## src/cig_pkg.sv

```systemverilog
package cig_pkg;
  // supply selection codes {hi_n, mid_n}
  localparam logic [1:0] SEL_1V8 = 2'h0;
  localparam logic [1:0] SEL_5V0 = 2'h1;
  localparam logic [1:0] SEL_3V0 = 2'h2;
  localparam logic [1:0] SEL_OFF = 2'h3;
  // register offsets
  localparam logic [3:0] ADDR_CTRL = 4'h0;
  localparam logic [3:0] ADDR_STATUS = 4'h1;
  localparam logic [3:0] ADDR_IRQ_STAT = 4'h2;
  localparam logic [3:0] ADDR_IRQ_MASK = 4'h3;
  // ctrl fields
  localparam int CTRL_FAULT_BIT = 0;
  localparam int CTRL_PWR_GOOD_BIT = 1;
  localparam logic [7:0] CTRL_RESET = 8'h00;
  // irq fields
  localparam int IRQ_CARD_PRESENT_SENSE_BIT = 0;
  localparam int IRQ_FAULT_BIT = 1;
  localparam logic [1:0] IRQ_MASK_RESET = 2'h3;
  // supply ramp time and cycles at 250 MHz
  localparam int RAMP_TIME_NS = 1000;
  localparam int CLK_PERIOD_NS = 4;
  localparam int RAMP_CYCLES = (RAMP_TIME_NS + CLK_PERIOD_NS - 1) / CLK_PERIOD_NS;
  typedef enum logic [1:0] {
    SEQ_OFF = 2'b00,
    SEQ_RAMP = 2'b01,
    SEQ_ON = 2'b10
  } cig_seq_t;

  function automatic logic sel_active(input logic [1:0] sel);
    sel_active = (sel != SEL_OFF);
  endfunction : sel_active
endpackage : cig_pkg

```

## src/cig_hold.sv

```systemverilog
module cig_hold
  import cig_pkg::*;
#(
  parameter int W = 3
) (
  input wire logic clk_i,
  input wire logic rstn_i,
  input wire logic en_i,
  input wire logic pass_i,
  input wire logic [W-1:0] d_i,
  output logic [W-1:0] q_o
);
  logic [W-1:0] held_q;
  // reset value is supply off, reset asserted
  always_ff @(posedge clk_i or negedge rstn_i) begin
    if (!rstn_i) begin
      held_q <= '1;
    end else if (en_i && pass_i) begin
      held_q <= d_i;
    end
  end
  // transparent while passing, else held copy
  assign q_o = pass_i ? d_i : held_q;
endmodule : cig_hold

```

## src/cig_seq.sv

```systemverilog
module cig_seq
  import cig_pkg::*;
#(
  parameter int RAMP = RAMP_CYCLES
) (
  input wire logic clk_i,
  input wire logic rstn_i,
  input wire logic en_i,
  input wire logic want_i,
  input wire logic kill_i,
  output logic power_o,
  output logic ready_o
);
  cig_seq_t st_q;
  logic [15:0] cnt_q;
  always_ff @(posedge clk_i or negedge rstn_i) begin
    if (!rstn_i) begin
      st_q <= SEQ_OFF;
      cnt_q <= 16'h0000;
    end else if (en_i) begin
      unique case (st_q)
        SEQ_OFF: begin
          cnt_q <= 16'h0000;
          if (want_i && !kill_i) begin
            st_q <= SEQ_RAMP;
          end
        end
        SEQ_RAMP: begin
          cnt_q <= cnt_q + 16'h0001;
          if (!want_i || kill_i) begin
            st_q <= SEQ_OFF;
          end else if (cnt_q == 16'(RAMP - 1)) begin
            st_q <= SEQ_ON;
          end
        end
        SEQ_ON: begin
          if (!want_i || kill_i) begin
            st_q <= SEQ_OFF;
          end
        end
        default: st_q <= SEQ_OFF;
      endcase
    end
  end
  assign power_o = (st_q != SEQ_OFF);
  assign ready_o = (st_q == SEQ_ON);
endmodule : cig_seq

```

## src/cig_top.sv

```systemverilog
// Notes on behaviour
// - select high passes host inputs through
// - select low holds supply and reset
// - select low floats host data lines
// - select low disables ready and interrupt
// - interrupt is open drain, active low
// - interrupt pull-up off in low power
// - high presence input means inserted
// - low presence input means inserted
// - card clock follows clock source input while powered
// - card power driven by the sequencer
// - two active-low selects pick supply voltage
// - host reset reflected onto card reset while powered
// - ready once supply ramped after select
module cig_top
  import cig_pkg::*;
#(
  parameter int RAMP = RAMP_CYCLES
) (
  input wire logic clk_i,
  input wire logic rstn_i,
  input wire logic ce_i,
  input wire logic chip_sel_i,
  input wire logic supply_sel_hi_n_i,
  input wire logic supply_sel_mid_n_i,
  input wire logic host_card_reset_in_i,
  input wire logic low_power_request_i,
  input wire logic card_present_sense_hi_i,
  input wire logic card_present_sense_lo_n_i,
  input wire logic card_clock_source_i,
  input wire logic fault_i,
  input wire logic host_card_io_i,
  output logic host_card_io_o,
  output logic host_card_io_oe_o,
  output logic host_card_io_pu_o,
  input wire logic host_aux_line_a_i,
  output logic host_aux_line_a_o,
  output logic host_aux_line_a_oe_o,
  input wire logic host_aux_line_b_i,
  output logic host_aux_line_b_o,
  output logic host_aux_line_b_oe_o,
  input wire logic card_io_i,
  output logic card_io_o,
  output logic card_io_oe_o,
  input wire logic card_aux_line_a_i,
  output logic card_aux_line_a_o,
  output logic card_aux_line_a_oe_o,
  input wire logic card_aux_line_b_i,
  output logic card_aux_line_b_o,
  output logic card_aux_line_b_oe_o,
  output logic card_reset_o,
  output logic card_clock_o,
  output logic card_power_o,
  output logic [1:0] supply_level_o,
  output logic low_power_o,
  output logic ready_o,
  output logic ready_oe_o,
  output logic ready_pu_o,
  output logic irq_n_o,
  output logic irq_n_oe_o,
  output logic irq_pu_o,
  input wire logic [3:0] addr_i,
  input wire logic [7:0] wdata_i,
  input wire logic wr_i,
  input wire logic rd_i,
  output logic [7:0] rdata_o
);
  logic [2:0] held;
  logic sel_hi_n;
  logic sel_mid_n;
  logic rst_held;
  logic want;
  logic seq_pwr;
  logic seq_rdy;
  logic present;
  logic card_present_sense_q;
  logic fault_q;
  logic [1:0] irq_stat_q;
  logic [1:0] irq_mask_q;
  logic [1:0] irq_set;
  logic [7:0] ctrl_q;
  logic lp_q;
  logic irq_any;
  logic [7:0] rdata_q;
  logic [2:0] host_ln;
  logic [2:0] card_ln;
  logic link_on;
  logic [2:0] h2c_q;
  logic [2:0] c2h_q;

  cig_hold #(.W(3)) u_hold (
    .clk_i(clk_i),
    .rstn_i(rstn_i),
    .en_i(ce_i),
    .pass_i(chip_sel_i),
    .d_i({supply_sel_hi_n_i, supply_sel_mid_n_i, host_card_reset_in_i}),
    .q_o(held)
  );
  assign sel_hi_n = held[2];
  assign sel_mid_n = held[1];
  assign rst_held = held[0];

  assign supply_level_o = {sel_hi_n, sel_mid_n};
  assign want = sel_active({sel_hi_n, sel_mid_n}) && !lp_q;

  // low power only when no supply selected
  always_ff @(posedge clk_i or negedge rstn_i) begin
    if (!rstn_i) begin
      lp_q <= 1'b0;
    end else if (ce_i) begin
      lp_q <= low_power_request_i && !sel_active({sel_hi_n, sel_mid_n});
    end
  end
  assign low_power_o = lp_q;

  // sequencer owns card power and ready
  cig_seq #(.RAMP(RAMP)) u_seq (
    .clk_i(clk_i),
    .rstn_i(rstn_i),
    .en_i(ce_i),
    .want_i(want),
    .kill_i(fault_i || ctrl_q[CTRL_FAULT_BIT]),
    .power_o(seq_pwr),
    .ready_o(seq_rdy)
  );
  assign card_power_o = seq_pwr;

  // reset reflected, held low without power
  assign card_reset_o = rst_held && seq_pwr;
  // card clock gated by power, follows source
  assign card_clock_o = card_clock_source_i && seq_pwr;

  // bit 0 io, bit 1 aux a, bit 2 aux b
  assign host_ln = {host_aux_line_b_i, host_aux_line_a_i, host_card_io_i};
  assign card_ln = {card_aux_line_b_i, card_aux_line_a_i, card_io_i};
  assign link_on = chip_sel_i && seq_pwr;

  // low-only repeaters, one owner
  // side that pulled first owns the line; if both sides pull in the same cycle, neither pull-down latches
  always_ff @(posedge clk_i or negedge rstn_i) begin
    if (!rstn_i) begin
      h2c_q <= 3'h0;
      c2h_q <= 3'h0;
    end else if (ce_i) begin
      for (int k = 0; k < 3; k++) begin
        h2c_q[k] <= link_on && !host_ln[k] && (h2c_q[k] || (!c2h_q[k] && card_ln[k]));
        c2h_q[k] <= link_on && !card_ln[k] && (c2h_q[k] || (!h2c_q[k] && host_ln[k]));
      end
    end
  end

  // host side floats with pull-up when deselected
  assign host_card_io_pu_o = 1'b1;
  assign host_card_io_o = 1'b0;
  assign host_card_io_oe_o = link_on && c2h_q[0];
  assign host_aux_line_a_o = 1'b0;
  assign host_aux_line_a_oe_o = link_on && c2h_q[1];
  assign host_aux_line_b_o = 1'b0;
  assign host_aux_line_b_oe_o = link_on && c2h_q[2];
  // open-drain style toward the card, low only
  assign card_io_o = 1'b0;
  assign card_io_oe_o = link_on && h2c_q[0];
  assign card_aux_line_a_o = 1'b0;
  assign card_aux_line_a_oe_o = link_on && h2c_q[1];
  assign card_aux_line_b_o = 1'b0;
  assign card_aux_line_b_oe_o = link_on && h2c_q[2];

  assign present = card_present_sense_hi_i || !card_present_sense_lo_n_i;

  always_ff @(posedge clk_i or negedge rstn_i) begin
    if (!rstn_i) begin
      card_present_sense_q <= 1'b0;
      fault_q <= 1'b0;
    end else if (ce_i) begin
      card_present_sense_q <= present;
      fault_q <= fault_i;
    end
  end
  assign irq_set[IRQ_CARD_PRESENT_SENSE_BIT] = present != card_present_sense_q;
  assign irq_set[IRQ_FAULT_BIT] = fault_i && !fault_q;

  // sticky events, read clears, set wins over clear
  always_ff @(posedge clk_i or negedge rstn_i) begin
    if (!rstn_i) begin
      irq_stat_q <= 2'h0;
    end else if (ce_i) begin
      if (rd_i && addr_i == ADDR_IRQ_STAT) begin
        irq_stat_q <= irq_set;
      end else begin
        irq_stat_q <= irq_stat_q | irq_set;
      end
    end
  end

  always_ff @(posedge clk_i or negedge rstn_i) begin
    if (!rstn_i) begin
      irq_mask_q <= IRQ_MASK_RESET;
      ctrl_q <= CTRL_RESET;
    end else if (ce_i && wr_i) begin
      if (addr_i == ADDR_IRQ_MASK) begin
        irq_mask_q <= wdata_i[1:0];
      end
      if (addr_i == ADDR_CTRL) begin
        ctrl_q <= wdata_i;
      end
    end
  end

  always_ff @(posedge clk_i or negedge rstn_i) begin
    if (!rstn_i) begin
      rdata_q <= 8'h00;
    end else if (ce_i) begin
      rdata_q <= 8'h00;
      if (rd_i) begin
        unique case (addr_i)
          ADDR_CTRL: rdata_q <= ctrl_q;
          ADDR_STATUS: rdata_q <= {2'h0, lp_q, present, seq_rdy, seq_pwr, sel_hi_n, sel_mid_n};
          ADDR_IRQ_STAT: rdata_q <= {6'h00, irq_stat_q};
          ADDR_IRQ_MASK: rdata_q <= {6'h00, irq_mask_q};
          default: rdata_q <= 8'h00;
        endcase
      end
    end
  end
  assign rdata_o = rdata_q;

  assign irq_any = |(irq_stat_q & irq_mask_q) || (fault_i && !ctrl_q[CTRL_PWR_GOOD_BIT]);

  // open drain interrupt, low only when selected
  assign irq_n_o = 1'b0;
  assign irq_n_oe_o = chip_sel_i && irq_any;
  // pull-up dropped in low power or deselect
  assign irq_pu_o = chip_sel_i && !lp_q;
  assign ready_o = seq_rdy;
  assign ready_oe_o = chip_sel_i;
  assign ready_pu_o = chip_sel_i && !lp_q;

  property p_ready_ramp;
    @(posedge clk_i) disable iff (!rstn_i)
      $rose(seq_rdy) |-> $past(seq_pwr) && $past(want);
  endproperty
  a_ready_ramp: assert property (p_ready_ramp) else $error("ready without ramp");
  property p_desel;
    @(posedge clk_i) disable iff (!rstn_i)
      !chip_sel_i |-> !irq_n_oe_o && !ready_oe_o && !irq_pu_o && !ready_pu_o;
  endproperty
  a_desel: assert property (p_desel) else $error("output driven while deselected");
  property p_float;
    @(posedge clk_i) disable iff (!rstn_i)
      !chip_sel_i |-> !host_card_io_oe_o && !card_io_oe_o && !host_aux_line_a_oe_o;
  endproperty
  a_float: assert property (p_float) else $error("data passed while deselected");
  property p_hold;
    @(posedge clk_i) disable iff (!rstn_i)
      !chip_sel_i && $past(!chip_sel_i) |-> $stable(held);
  endproperty
  a_hold: assert property (p_hold) else $error("held controls changed");
  property p_pass;
    @(posedge clk_i) disable iff (!rstn_i)
      chip_sel_i |-> held == {supply_sel_hi_n_i, supply_sel_mid_n_i, host_card_reset_in_i};
  endproperty
  a_pass: assert property (p_pass) else $error("controls not passed");
  // low power refused with supply selected
  property p_lp;
    @(posedge clk_i) disable iff (!rstn_i)
      ce_i && sel_active({sel_hi_n, sel_mid_n}) |=> !lp_q;
  endproperty
  a_lp: assert property (p_lp) else $error("low power taken while selected");
  property p_card_present_sense;
    @(posedge clk_i) disable iff (!rstn_i)
      ce_i && (present != card_present_sense_q) |=> irq_stat_q[IRQ_CARD_PRESENT_SENSE_BIT];
  endproperty
  a_card_present_sense: assert property (p_card_present_sense) else $error("presence change lost");
  property p_pwr;
    @(posedge clk_i) disable iff (!rstn_i)
      ce_i && !want |=> !seq_pwr;
  endproperty
  a_pwr: assert property (p_pwr) else $error("power on without request");
endmodule : cig_top

```

## config.mk

```make
export PLATFORM = sky130hd
export DESIGN_NAME = cig_top
export DESIGN_NICKNAME = d
export VERILOG_FILES = /design/src/cig_pkg.sv /design/src/cig_hold.sv /design/src/cig_seq.sv /design/src/cig_top.sv
export SDC_FILE = /design/constraint.sdc
export NUM_CORES = 1
export LEC_CHECK = 0
export ABC_AREA = 1
export BUFFER_PORTS_ARGS = -buffer_cell sky130_fd_sc_hd__buf_2
export CAP_MARGIN = 20
export CELL_PAD_IN_SITES_DETAIL_PLACEMENT = 0
export CELL_PAD_IN_SITES_GLOBAL_PLACEMENT = 1
export CORE_MARGIN = 3
export CORE_UTILIZATION = 35
export CTS_CLUSTER_DIAMETER = 200
export DETAILED_ROUTE_END_ITERATION = 8
export GPL_ROUTABILITY_DRIVEN = 1
export GPL_TIMING_DRIVEN = 0
export PLACE_DENSITY = 0.81
export SKIP_CTS_REPAIR_TIMING = 1
export SLEW_MARGIN = 25
export SYNTH_ARGS = -nofsm -noshare
export SYNTH_HDL_FRONTEND = slang
export SYNTH_SLANG_ARGS = --single-unit
export TNS_END_PERCENT = 50
```

## constraint.sdc

```tcl
create_clock -name clk_i -period 1.25 [get_ports clk_i]
set_input_delay 0.0625 -clock clk_i [delete_from_list [all_inputs] [get_ports clk_i]]
set_output_delay 0.0625 -clock clk_i [all_outputs]
set_load 0.01 [all_outputs]
```

==> Word level (Yosys, flattened, before mapping) <==
Cells that the tools add are included.
{ "totals": {"regBits": 50, "input_bits": 32, "output_inout_bits": 33, "word_cells": 111} }
{ "op_classes": {"add_sub_neg": 1, "eq_ne": 11, "mux": 10, "bitwise": 2, "reduce_logical": 75} }
{ "ops": {"columns": ["cell", "count"], "rows": [
  ["$logic_and A1 B1 Y1", 37],
  ["$pmux W16 S2", 1],
  ["$pmux W8 S4", 1],
  ["$logic_not A1 Y1", 19],
  ["$add A16 B1 Y16 const B", 1],
  ["$eq A16 B8 Y1 const B", 1],
  ["$logic_or A1 B1 Y1", 10],
  ["$mux W2", 5],
  ["$eq A4 B2 Y1 const B", 2],
  ["$mux W8", 1],
  ["$pmux W2 S3", 1],
  ["$reduce_and A2 Y1", 3],
  ["$eq A4 B1 Y1 const B", 1],
  ["$logic_not A4 Y1", 1],
  ["$ne A2 B1 Y1 const B", 2],
  ["$reduce_and A4 Y1", 1],
  ["$reduce_bool A2 Y1", 2],
  ["$mux W3", 1],
  ["$ne A3 B1 Y1 const B", 1],
  ["$and A2 B2 Y2", 1],
  ["$eq A2 B1 Y1 const B", 1],
  ["$eq A2 B2 Y1 const B", 1],
  ["$logic_not A2 Y1", 1],
  ["$ne A2 B2 Y1 const B", 1],
  ["other kinds (3)", 3]
]} }

==> Logic depth before layout (Yosys ltp) <==
Gate-level depths: netlist of run 1.
{ "depth": {"depth_word": 7, "mapped_depth": 10, "mapped_depth_nobuf": 10} }

==> Cells and area by module <==
A second synthesis of run 1 with hierarchy kept.
{ "hier_totals": {"hier_cells": 403, "hier_area_um2": 2917.8} }
{ "modules_own_cells": {"columns": ["module", "instances", "cells_each", "area_per_inst_um2", "seq_area_each_um2"], "rows": [
  ["cig_top", 1, 214, 1619.1, 728.2],
  ["cig_seq", 1, 166, 1122.3, 450.4],
  ["cig_hold", 1, 23, 176.4, 78.8]
]} }

==> Least setup slack after synthesis of run 1 <==
No wires, ideal clock.
{ "synth_timing": {"path_kind": "flip-flop to flip-flop", "start": "register u_seq.cnt_q[0]", "end": "register u_seq.cnt_q[10]", "setup_time_ps": 118, "t_arrival_ps": 1149, "required_ps": 1132, "slack_ps": -17, "stages_incl_launch_ff": 9, "n_path_buf": 0, "period_less_slack_ps": 1267, "cell_sequence": "dfrtp_1 -> ha_1 -> nand2_1 -> nor2_1 -> nand2_1 -> nor3_2 -> nand2_1 -> nand2_1 -> nor2_1"} }
{ "synth_via": {"elab_chain_len": 2} }
{ "synth_lines": {"columns": ["item", "line", "source"], "rows": [
  ["start: declaration", "cig_seq.sv:15", "logic [15:0] cnt_q;"],
  ["start signal: assignment", "cig_seq.sv:29", "cnt_q <= cnt_q + 16'h0001;"],
  ["$add A16 B1 Y16", "cig_seq.sv:29", null],
  ["$pmux W16 S2", "cig_seq.sv:21", "unique case (st_q)"]
]} }
No other way between the ends.
A chain may end at the register's enable or synchronous reset.

==> Final worst setup path of run 1 <==
{ "layout_timing": {"start": "register u_seq.st_q[1]", "end": "register u_seq.cnt_q[7]"} }
{ "layout_via": {"elab_chain_len": 3, "elab_cells_between_ends": 5, "classes_between": "1 x eq/ne; 1 x mux; 3 x reduce/logical"} }
{ "layout_lines": {"columns": ["item", "line", "source"], "rows": [
  ["start: declaration", "cig_seq.sv:14", "cig_seq_t st_q;"],
  ["start signal: assignment", "cig_seq.sv:18", "st_q <= SEQ_OFF;"],
  ["start signal: assignment", "cig_seq.sv:25", "st_q <= SEQ_RAMP;"],
  ["start signal: assignment", "cig_seq.sv:31", "st_q <= SEQ_OFF;"],
  ["$eq A2 B1 Y1 / $logic_not A2 Y1 (equally long branches)", "cig_seq.sv:21", null],
  ["$reduce_bool A2 Y1 (no source line)", null, null],
  ["$reduce_and A2 Y1 (no source line)", null, null]
]} }
Several ways; a longest one is shown, not always the timed one.

==> results of run 1 <==
==> sequential cells by signal, indices dropped and copies added, names as in the netlist <==
register,cells
c2h_q,3
card_present_sense_q,1
irq_stat_q,2
u_hold.held_q,3
u_seq.st_q,2
h2c_q,3
ctrl_q,8
rdata_o,8
low_power_o,1
irq_mask_q,2
fault_q,1
u_seq.cnt_q,16
==> metrics by stage <==
step                      cells  hold slack [ns]  power (mW)  setup slack (ns)
after global routing        544        0.0005612       5.005           -0.2461
after CTS                   522          -0.2153       4.311           -0.5783
after floorplan             360          -0.2331       2.830         -0.009380
final                       544         -0.02061       4.666           -0.1888
after detailed placement    514           0.1336       3.262           -0.3056
after global placement      514           0.2944       3.234           -0.2773
==> Yosys cell counts, types with 4 or more instances <==
library cell / count / area [sq um]
mux2_4: 4 / 60.06
inv_2: 5 / 18.77
nand4_1: 8 / 50.05
o21ai_0: 19 / 95.09
dfrtp_1: 45 / 1126
nor2_1: 49 / 183.9
a21oi_1: 17 / 85.08
nand3_1: 18 / 90.09
nand2_2: 5 / 31.28
nand2_1: 86 / 322.8
inv_1: 45 / 168.9
buf_4: 11 / 82.58
nor3_1: 10 / 50.05
dfstp_2: 5 / 131.4
==> cell families after synthesis <==
kind of cell    Yosys count
simple gates            183
other cells               2
xor+xnor                  1
mux                       7
flops                    50
fa+ha+maj                 2
compound gates           43
buf+inv                  66
==> worst register-to-register path: stages (launching register included) <==
cell and delay, ns:
dfrtp_2 0.45, inv_2 0.13, nand2_8 0.10, nor3_4 0.26
buf_4 0.16, nand2_1 0.05, o21ai_0 0.14, a21oi_1 0.06
==> final cells by class <==
class / instances / area share [%]
sequential: 50 / 34.99
clock inverter: 3 / 0.7992
multi-input combinational: 244 / 36.87
inverter: 51 / 5.386
clock buffer: 5 / 1.911
timing repair buffer: 77 / 13.48
tap: 99 / 3.440
buffer: 15 / 3.127
==> how the worst max path moves through the flow <==
stage / slack, ns / depth (start not counted) / startpoint / endpoint
floorplan: -0.009 / 8 / u_seq.cnt_q[0] / u_seq.cnt_q[10]
global placement: -0.28 / 7 / u_seq.st_q[0] / c2h_q[2]
detailed placement: -0.31 / 7 / u_seq.st_q[0] / h2c_q[0]
CTS: -0.58 / 6 / u_seq.st_q[0] / host_aux_line_b_oe_o
global route: -0.25 / 7 / u_seq.st_q[1] / u_seq.cnt_q[7]
finish: -0.19 / 7 / u_seq.st_q[1] / u_seq.cnt_q[7]
==> report_power, final <==
group	internal (mW)	switching, mW	leakage, nW	total (mW)
clock	0.420	0.618	0.0506	1.04
combinational	0.676	0.913	1.17	1.59
sequential	1.84	0.196	0.640	2.04
==> per-layer routing <==
layer	part of all wire, %	vias to the layer above	track usage [%]
met5	0	-	0
li1	-	1286	-
met3	3.4	7	2.724
met2	50	56	26.48
met1	46	1159	19.49
met4	1.1	0	4.573
==> flow_metrics.tcl, run 1 <==
set metrics [dict create \
    final_cell_mix "nand2_1 (83), buf_2 (52), inv_1 (44), dfrtp_1 (43), nor2_1 (37)" \
    min_path_cells 3 \
    wire_per_inst_um 12.47 \
    syn_inst 354 \
    die_w_um 94.30 \
    hold_violations 2 \
    worst_pin_slew_ns 0.6395 \
    syn_area_sq_um 2729 \
    ir_worst_vdd_mv 0.5396 \
    gp_congestion 0.7949 \
    path_buf_inv 2 \
    cp.arrival_ns 1.65 \
    critPathKind "flop to flop" \
    synth_edf_count 0 \
    h-tree-depth 2 \
    grt_pass1_wl_um 10780 \
    dieArea_sq_um 8892 \
    path_max_fanout 6 \
    drv_cap 0 \
    postPlaceCellArea_sq_um 3166 \
    drc 0 \
    reg2reg_to "u_seq.cnt_q[7]" \
    hp-class "input pin to flop" \
    setup_viol 22 \
    ff_latch_area_sq_um 1260 \
    synthSimpleGateAreaFrac_pct 29.30 \
    grt_pass1_vias 2316 \
    clkTransAtPathRegs_ns 0.10 \
    drt_iter0_markers 90 \
    fp.dieH_um 94.30 \
    syn2layout_area_growth_pct 31.96 \
    synth_fa_ha_area_share_pct 0.9170 \
    synth_xor_area_share_pct 0.3210 \
    r2r-start "u_seq.st_q[1]" \
    hold_end "irq_mask_q[1]" \
    setup_slack_ns -0.1888 \
    r2r_slack_ns -0.19 \
    dpl.hpwl_um 4924 \
    wirelength_um 6786 \
    postRouteAntennaNets 0 \
    grt_setup_unrepaired "true" \
    max_stage_delay_ns 0.45 \
    vias 2508 \
    max_freq_ghz 0.6950 \
    fin_hold_ws_ns -0.02061 \
    fin_crit_ns 1.439 \
    diodes 0 \
    status "complete, but fails checks" \
    clkLatencyLatePin_ns 0.32 \
    ctsRootBufferMaster "clkbuf_8" \
    clk_path_buf_depth 2 \
    synth_compound_area_share_pct 8.757 \
    p_leak_nw 1.856 \
    violations "hold timing, setup timing" \
    skew_ns 0.01233 \
    syn_avg_cell_area_sq_um 7.709 \
    num_io_pins 65 \
    synthDistinctLibCells 32 \
    final_core_util_pct 48.61 \
    setup-tns-final_ns -2.306 \
    final_area_sq_um 3601 \
    cts_tree "built" \
    reg2reg_depth 7 \
    hp-start "wdata_i[1]" \
    synth_seq_area_share_pct 46.08 \
    synth_warnings 0 \
    slew_violations 0 \
    initial_core_util_pct 36.83 \
    cp_slowest_cell "dfrtp_2" \
    layout-drive-gt1-share_pct 31.91 \
    p_per_area_nw_per_um2 1296 \
    crit_family "flip-flops" \
    final_common_cell "nand2_1" \
    core_sq_um 7408 \
    synthMuxAreaShare_pct 3.439 \
    overflow 0 \
    timing.final.crit_share_pct 115.1 \
    cts.sinks 50 \
    ys_seq_elements 50 \
    synth_top_family_by_area "simple AND/OR/NAND/NOR gates" \
    fill_cells 721 \
    cp_cell_sequence "inv_2 > nand2_8 > nor3_4 > buf_4 > nand2_1 > o21ai_0 > a21oi_1" \
    ys.flop_type "dfrtp_1" \
    grtUsageTotal_pct 15.30 \
    fin_nets 478 \
    async_flop_share_pct 100.0 \
    required_ns 1.46 \
    relSlewSlack_pct 57.37 \
    numCtsBuffers 5 \
    numPortBuffers 55 \
    grt_max_degree 51 \
    cp-start-kind "flop" \
    rows 31 \
    viasPerCell 4.610 \
    end_kind "flop" \
    antenna_found_initial 0 \
    multiInputGateArea_sq_um 1328 \
    first_pass_iters 4 \
]
Power figures use the tool's default switching activity.
==> inputs of run 2 (changes only) <==
--- a/config.mk
+++ b/config.mk
@@ -6,17 +6,17 @@
 export NUM_CORES = 1
 export LEC_CHECK = 0
 export ABC_AREA = 1
-export BUFFER_PORTS_ARGS = -buffer_cell sky130_fd_sc_hd__buf_2
 export CAP_MARGIN = 20
 export CELL_PAD_IN_SITES_DETAIL_PLACEMENT = 0
 export CELL_PAD_IN_SITES_GLOBAL_PLACEMENT = 1
 export CORE_MARGIN = 3
-export CORE_UTILIZATION = 35
+export CORE_UTILIZATION = 41
 export CTS_CLUSTER_DIAMETER = 200
 export DETAILED_ROUTE_END_ITERATION = 8
+export DONT_BUFFER_PORTS = 1
 export GPL_ROUTABILITY_DRIVEN = 1
 export GPL_TIMING_DRIVEN = 0
-export PLACE_DENSITY = 0.81
+export PLACE_DENSITY = 0.8
 export SKIP_CTS_REPAIR_TIMING = 1
 export SLEW_MARGIN = 25
 export SYNTH_ARGS = -nofsm -noshare
==> run 2 against run 1 <==
  * The run still ends with hold timing, setup timing left
  * Core utilization rose by 6.8 points
  * Global-route usage rose by 1.9 points
  * Wire length fell by 1.4%
  * Total power rose by 2.6%
  * First-iteration DRC count fell by 23%
  * Critical path depth fell by 2
  * Critical path type is now flop to output port
  * Largest power group unchanged
==> flow_metrics.tcl, run 2 (synthesized netlist as in run 1, its figures left out) <==
set metrics [dict create \
    max_freq_ghz 0.7116 \
    drv_cap 0 \
    layout-drive-gt1-share_pct 26.75 \
    wire_per_inst_um 14.02 \
    setup-tns-final_ns -2.387 \
    die_w_um 87.58 \
    vias 2352 \
    skew_ns 0.005520 \
    worst-path-stages 5 \
    final_common_cell "nand2_1" \
    final_cell_mix "nand2_1 (77), inv_1 (43), dfrtp_1 (42), nor2_1 (28), dlygate4sd3_1 (20)" \
    path_buf_inv 2 \
    clk_path_buf_depth 2 \
    hp-class "input pin to flop" \
    status "complete, but fails checks" \
    antenna_found_initial 0 \
    wirelength_um 6689 \
    cp_cell_sequence "nor2_4 > nor2_2 > inv_2 > buf_8 > nor2_2" \
    path_common_cell "nor2_2" \
    reg2reg_to "u_seq.cnt_q[8]" \
    top_register "u_seq.cnt_q" \
    p_leak_nw 1.673 \
    instances_no_fill 477 \
    min_path_cells 2 \
    h-tree-depth 2 \
    clkLatencyLatePin_ns 0.30 \
    grt_pass1_wl_um 10300 \
    ir_worst_vdd_mv 0.9112 \
    r2r-start "u_seq.cnt_q[1]" \
    violations "hold timing, setup timing" \
    dieArea_sq_um 7670 \
    final_core_util_pct 55.43 \
    postRouteAntennaNets 0 \
    grt_max_degree 51 \
    max_stage_delay_ns 0.49 \
    p_per_area_nw_per_um2 1353 \
    drc 0 \
    setup_slack_ns -0.1552 \
    required_ns 1.19 \
    r2r_slack_ns -0.14 \
    cts_tree "built" \
    fin_crit_ns 1.405 \
    grt_setup_unrepaired "true" \
    numPortBuffers 0 \
    fill_cells 594 \
    reg2reg_depth 6 \
    syn2layout_area_growth_pct 29.71 \
    drt_iter0_markers 69 \
    worst_pin_slew_ns 0.5458 \
    rows 29 \
    initial_core_util_pct 42.73 \
    fp.dieH_um 87.58 \
    timing.final.crit_share_pct 112.4 \
    num_io_pins 65 \
    cp.arrival_ns 1.34 \
    postPlaceCellArea_sq_um 2860 \
    largest_register_ffs 16 \
    gp_congestion 0.7716 \
    fin_nets 433 \
    first_pass_iters 4 \
    fin_hold_ws_ns -0.02055 \
    hold_end "u_hold.held_q[0]" \
    viasPerCell 4.931 \
    numCtsBuffers 5 \
    setup_viol 24 \
    hold_violations 1 \
    dpl.hpwl_um 4731 \
    grtUsageTotal_pct 17.18 \
    overflow 0 \
    cts.sinks 50 \
    cp_slowest_cell "dfrtp_2" \
    path_max_fanout 6 \
    dp_cells 437 \
    ctsRootBufferMaster "clkbuf_8" \
    cp-start-kind "flop" \
    p_total_mw 4.788 \
    critPathKind "flop to output port" \
    slew_violations 0 \
    end_kind "output port" \
    diodes 0 \
    grt_pass1_vias 2080 \
    core_sq_um 6386 \
    clkTransAtPathRegs_ns 0.09 \
    hp-start "chip_sel_i" \
    final_area_sq_um 3540 \
    relSlewSlack_pct 63.61 \
    crit_family "flip-flops" \
]
[run 2: through the flow]
| stage | worst slack [ns] | hold WS, ns |
|---|---|---|
| finish | -0.1552 | -0.02055 |
| global placement | -0.3991 | -0.2305 |
| CTS | -0.5644 | -0.5633 |
| detailed placement | -0.3674 | -0.2307 |
| global route | -0.2805 | -0.02012 |
| floorplan | -0.009380 | -0.2331 |
[run 2: worst reg2reg max path, delay by kind of cell (launching register included)]
family / cells / cell delay, ns
AOI/OAI and AO/OA: 1 / 0.16
DFF: 1 / 0.41
and+or+nand+nor: 4 / 0.53
adders and majority gates: 1 / 0.20
[run 2: layout make-up]
type                       instances  area [sq um]  area share, %
buffer                            15         116.4          3.287
clock buffer                       6         82.58          2.333
clock inverter                     2         17.52         0.4949
inverter                          51         198.9          5.620
multi-input combinational        244          1423          40.19
sequential                        50          1261          35.63
tap                               77         96.34          2.722
timing repair buffer              32         344.1          9.721
[run 2: worst max-delay path by stage]
stage | start | end | slack, ns
2_1_floorplan | u_seq.cnt_q[0] | u_seq.cnt_q[10] | -0.009
3_3_place_gp | u_seq.st_q[0] | h2c_q[0] | -0.40
3_5_place_dp | u_seq.st_q[0] | h2c_q[0] | -0.37
4_1_cts | u_seq.st_q[0] | host_aux_line_a_oe_o | -0.56
5_1_grt | u_seq.st_q[1] | u_seq.cnt_q[9] | -0.28
6_report | u_seq.st_q[0] | host_aux_line_b_oe_o | -0.16
[run 2: metal layers]
| metal | up-vias | part of all wire, % | global-route usage [%] |
|---|---|---|---|
| met5 | - | 0 | 0 |
| met4 | 0 | 0.85 | 3.905 |
| met3 | 7 | 4.3 | 3.669 |
| met2 | 49 | 49 | 27.81 |
| met1 | 1095 | 46 | 23.71 |
| li1 | 1201 | - | - |
[run 2: report_power, final]
group	total (mW)	leakage [nW]	internal (mW)	switching, mW
Clock	1.03	0.0514	0.457	0.571
Sequential	2.06	0.638	1.84	0.215
Combinational	1.70	0.983	0.728	0.972
Total	4.79	1.67	3.03	1.76
==> inputs of run 3 (changes only) <==
--- a/config.mk
+++ b/config.mk
@@ -16,6 +16,7 @@
 export DONT_BUFFER_PORTS = 1
 export GPL_ROUTABILITY_DRIVEN = 1
 export GPL_TIMING_DRIVEN = 0
+export HOLD_SLACK_MARGIN = 0.02
 export PLACE_DENSITY = 0.8
 export SKIP_CTS_REPAIR_TIMING = 1
 export SLEW_MARGIN = 25
==> run 3 against run 2 <==
  * Fmax hardly changed
  * Flip-flop and latch count unchanged
  * Sequential power about the same
  * The flow finishes with violations (setup timing)
  * Worst setup slack barely moved
  * Sequential share of layout area fell by 0.10 points
  * Non-clock buffer count rose by 1
  * Wire length up 0.48%
  * Global-route usage stayed put
  * Clock skew shrank 0.00068 ns
  * Largest cell class unchanged
  * Register-to-register slack is essentially flat
  * Final area is 0.28% higher
  * Via count up 0.51%
==> flow_metrics.tcl, run 3 (synthesized netlist as in run 1, its figures left out) <==
set metrics [dict create \
    status "complete, but fails checks" \
    violations "setup timing" \
    cp-start-kind "flop" \
    ff_latch_area_sq_um 1261 \
    cts.sinks 50 \
    fin_nets 434 \
    grtUsageTotal_pct 17.18 \
    required_ns 1.19 \
    wirelength_um 6721 \
    worst-path-stages 5 \
    largest_register_ffs 16 \
    numPortBuffers 0 \
    postPlaceCellArea_sq_um 2860 \
    overflow 0 \
    grt_max_degree 51 \
    initial_core_util_pct 42.73 \
    final_core_util_pct 55.58 \
    fp.dieH_um 87.58 \
    end_kind "output port" \
    numCtsBuffers 5 \
    clk_path_buf_depth 2 \
    clkLatencyLatePin_ns 0.30 \
    clkPwrFrac_pct 21.5 \
    drv_cap 0 \
    path_max_fanout 6 \
    ir_worst_vdd_mv 0.9093 \
    p_per_area_nw_per_um2 1350 \
    cp.arrival_ns 1.34 \
    final_area_sq_um 3550 \
    p_int_mw 3.032 \
    first_pass_iters 4 \
    final_common_cell "nand2_1" \
    pwr-share-comb_pct 35.5 \
    max_freq_ghz 0.7114 \
    timing.final.crit_share_pct 112.5 \
    instances_no_fill 478 \
    cp_slowest_cell "dfrtp_2" \
    switchingPower_mw 1.759 \
    top_register "u_seq.cnt_q" \
    reg2reg_depth 6 \
    vias 2364 \
    syn2layout_area_growth_pct 30.08 \
    wire_per_inst_um 14.06 \
    max_stage_delay_ns 0.49 \
    clkTransAtPathRegs_ns 0.10 \
    ctsRootBufferMaster "clkbuf_8" \
    hold_violations 0 \
    swShare_pct 36.71 \
    fin_crit_ns 1.406 \
    cp_cell_sequence "nor2_4 > nor2_2 > inv_2 > buf_8 > nor2_2" \
    antenna_found_initial 0 \
    drt_iter0_markers 90 \
    path_buf_inv 2 \
    fill_cells 590 \
    layout-drive-gt1-share_pct 26.68 \
    grt_pass1_wl_um 10300 \
    viasPerCell 4.946 \
    critPathKind "flop to output port" \
    hp-class "input pin to flop" \
    slew_violations 0 \
    multiInputGateArea_sq_um 1423 \
    grt_pass1_vias 2080 \
    gp_congestion 0.7716 \
    die_w_um 87.58 \
    h-tree-depth 2 \
    final_cell_mix "nand2_1 (77), inv_1 (43), dfrtp_1 (42), nor2_1 (28), dlygate4sd3_1 (21)" \
    dp_cells 437 \
    cts_tree "built" \
    postRouteAntennaNets 0 \
    grt_setup_unrepaired "true" \
    min_path_cells 2 \
    setup_slack_ns -0.1557 \
    relSlewSlack_pct 63.62 \
    worst_pin_slew_ns 0.5458 \
    dpl.hpwl_um 4731 \
    skew_ns 0.004842 \
    core_sq_um 6386 \
    p_total_mw 4.791 \
    p_leak_nw 1.677 \
    setup_viol 24 \
    diodes 0 \
    pwr-share-seq_pct 43.0 \
    num_io_pins 65 \
    fin_hold_ws_ns 0.01867 \
    rows 29 \
    dieArea_sq_um 7670 \
    path_common_cell "nor2_2" \
    crit_family "flip-flops" \
    drc 0 \
]
## run 3: changes by cell type in the layout (fill, tap and decap cells not counted), sizes merged
cell         previous run  this run
dlygate4sd3            20        21
## run 3: final timing paths
kind | from | endpoint | slack, ns
max | u_seq.st_q[0] | host_aux_line_b_oe_o | -0.16
min | card_present_sense_hi_i | card_present_sense_q | 0.02
max reg2reg | u_seq.st_q[1] | u_seq.cnt_q[9] | -0.13
min reg2reg | fault_q | irq_stat_q[1] | 0.49
max in group asynchronous | rstn_i | u_hold.held_q[1] | 0.70
min in group asynchronous | rstn_i | u_seq.st_q[0] | 0.28
## run 3: area by class of cell
| type | instances | area share [%] |
|---|---|---|
| plain buffers | 15 | 3.278 |
| clock buffers | 6 | 2.326 |
| clock inverters | 2 | 0.4935 |
| inverters | 51 | 5.605 |
| multi-input cells | 244 | 40.08 |
| flip-flops and latches | 50 | 35.53 |
| well taps | 77 | 2.714 |
| repair buffers | 33 | 9.975 |
## run 3: per-layer routing
layer / track usage [%] / vias up / part of all wire (%)
met5: 0 / - / 0
met4: 3.905 / 0 / 0.85
met3: 3.669 / 7 / 4.2
met2: 27.81 / 40 / 49
met1: 23.71 / 1115 / 46
li1: - / 1202 / -
## run 3: power by group through the flow
stage	Sequential (mW)	Combinational (mW)	Clock (mW)
finish	2.06	1.70	1.03
global route	2.10	1.90	1.14
CTS	2.01	1.05	1.05
detailed placement	2.04	1.05	0
global placement	2.04	1.03	0
floorplan	2.00	0.833	0
## run 3: per-stage QoR
stage                     worst slack [ns]  setup TNS, ns
after detailed placement           -0.3674         -4.860
after CTS                          -0.5644         -8.207
after global routing               -0.2805         -4.952
after global placement             -0.3991         -5.451
after floorplan                  -0.009380      -0.009380
final                              -0.1557         -2.413
## run 3: worst register-to-register path: cells and delay by family, from the launching register on
| family | cells | cell delay (ns) |
|---|---|---|
| flops | 1 | 0.46 |
| compound gates | 2 | 0.27 |
| buf+inv | 1 | 0.10 |
| simple gates | 3 | 0.51 |
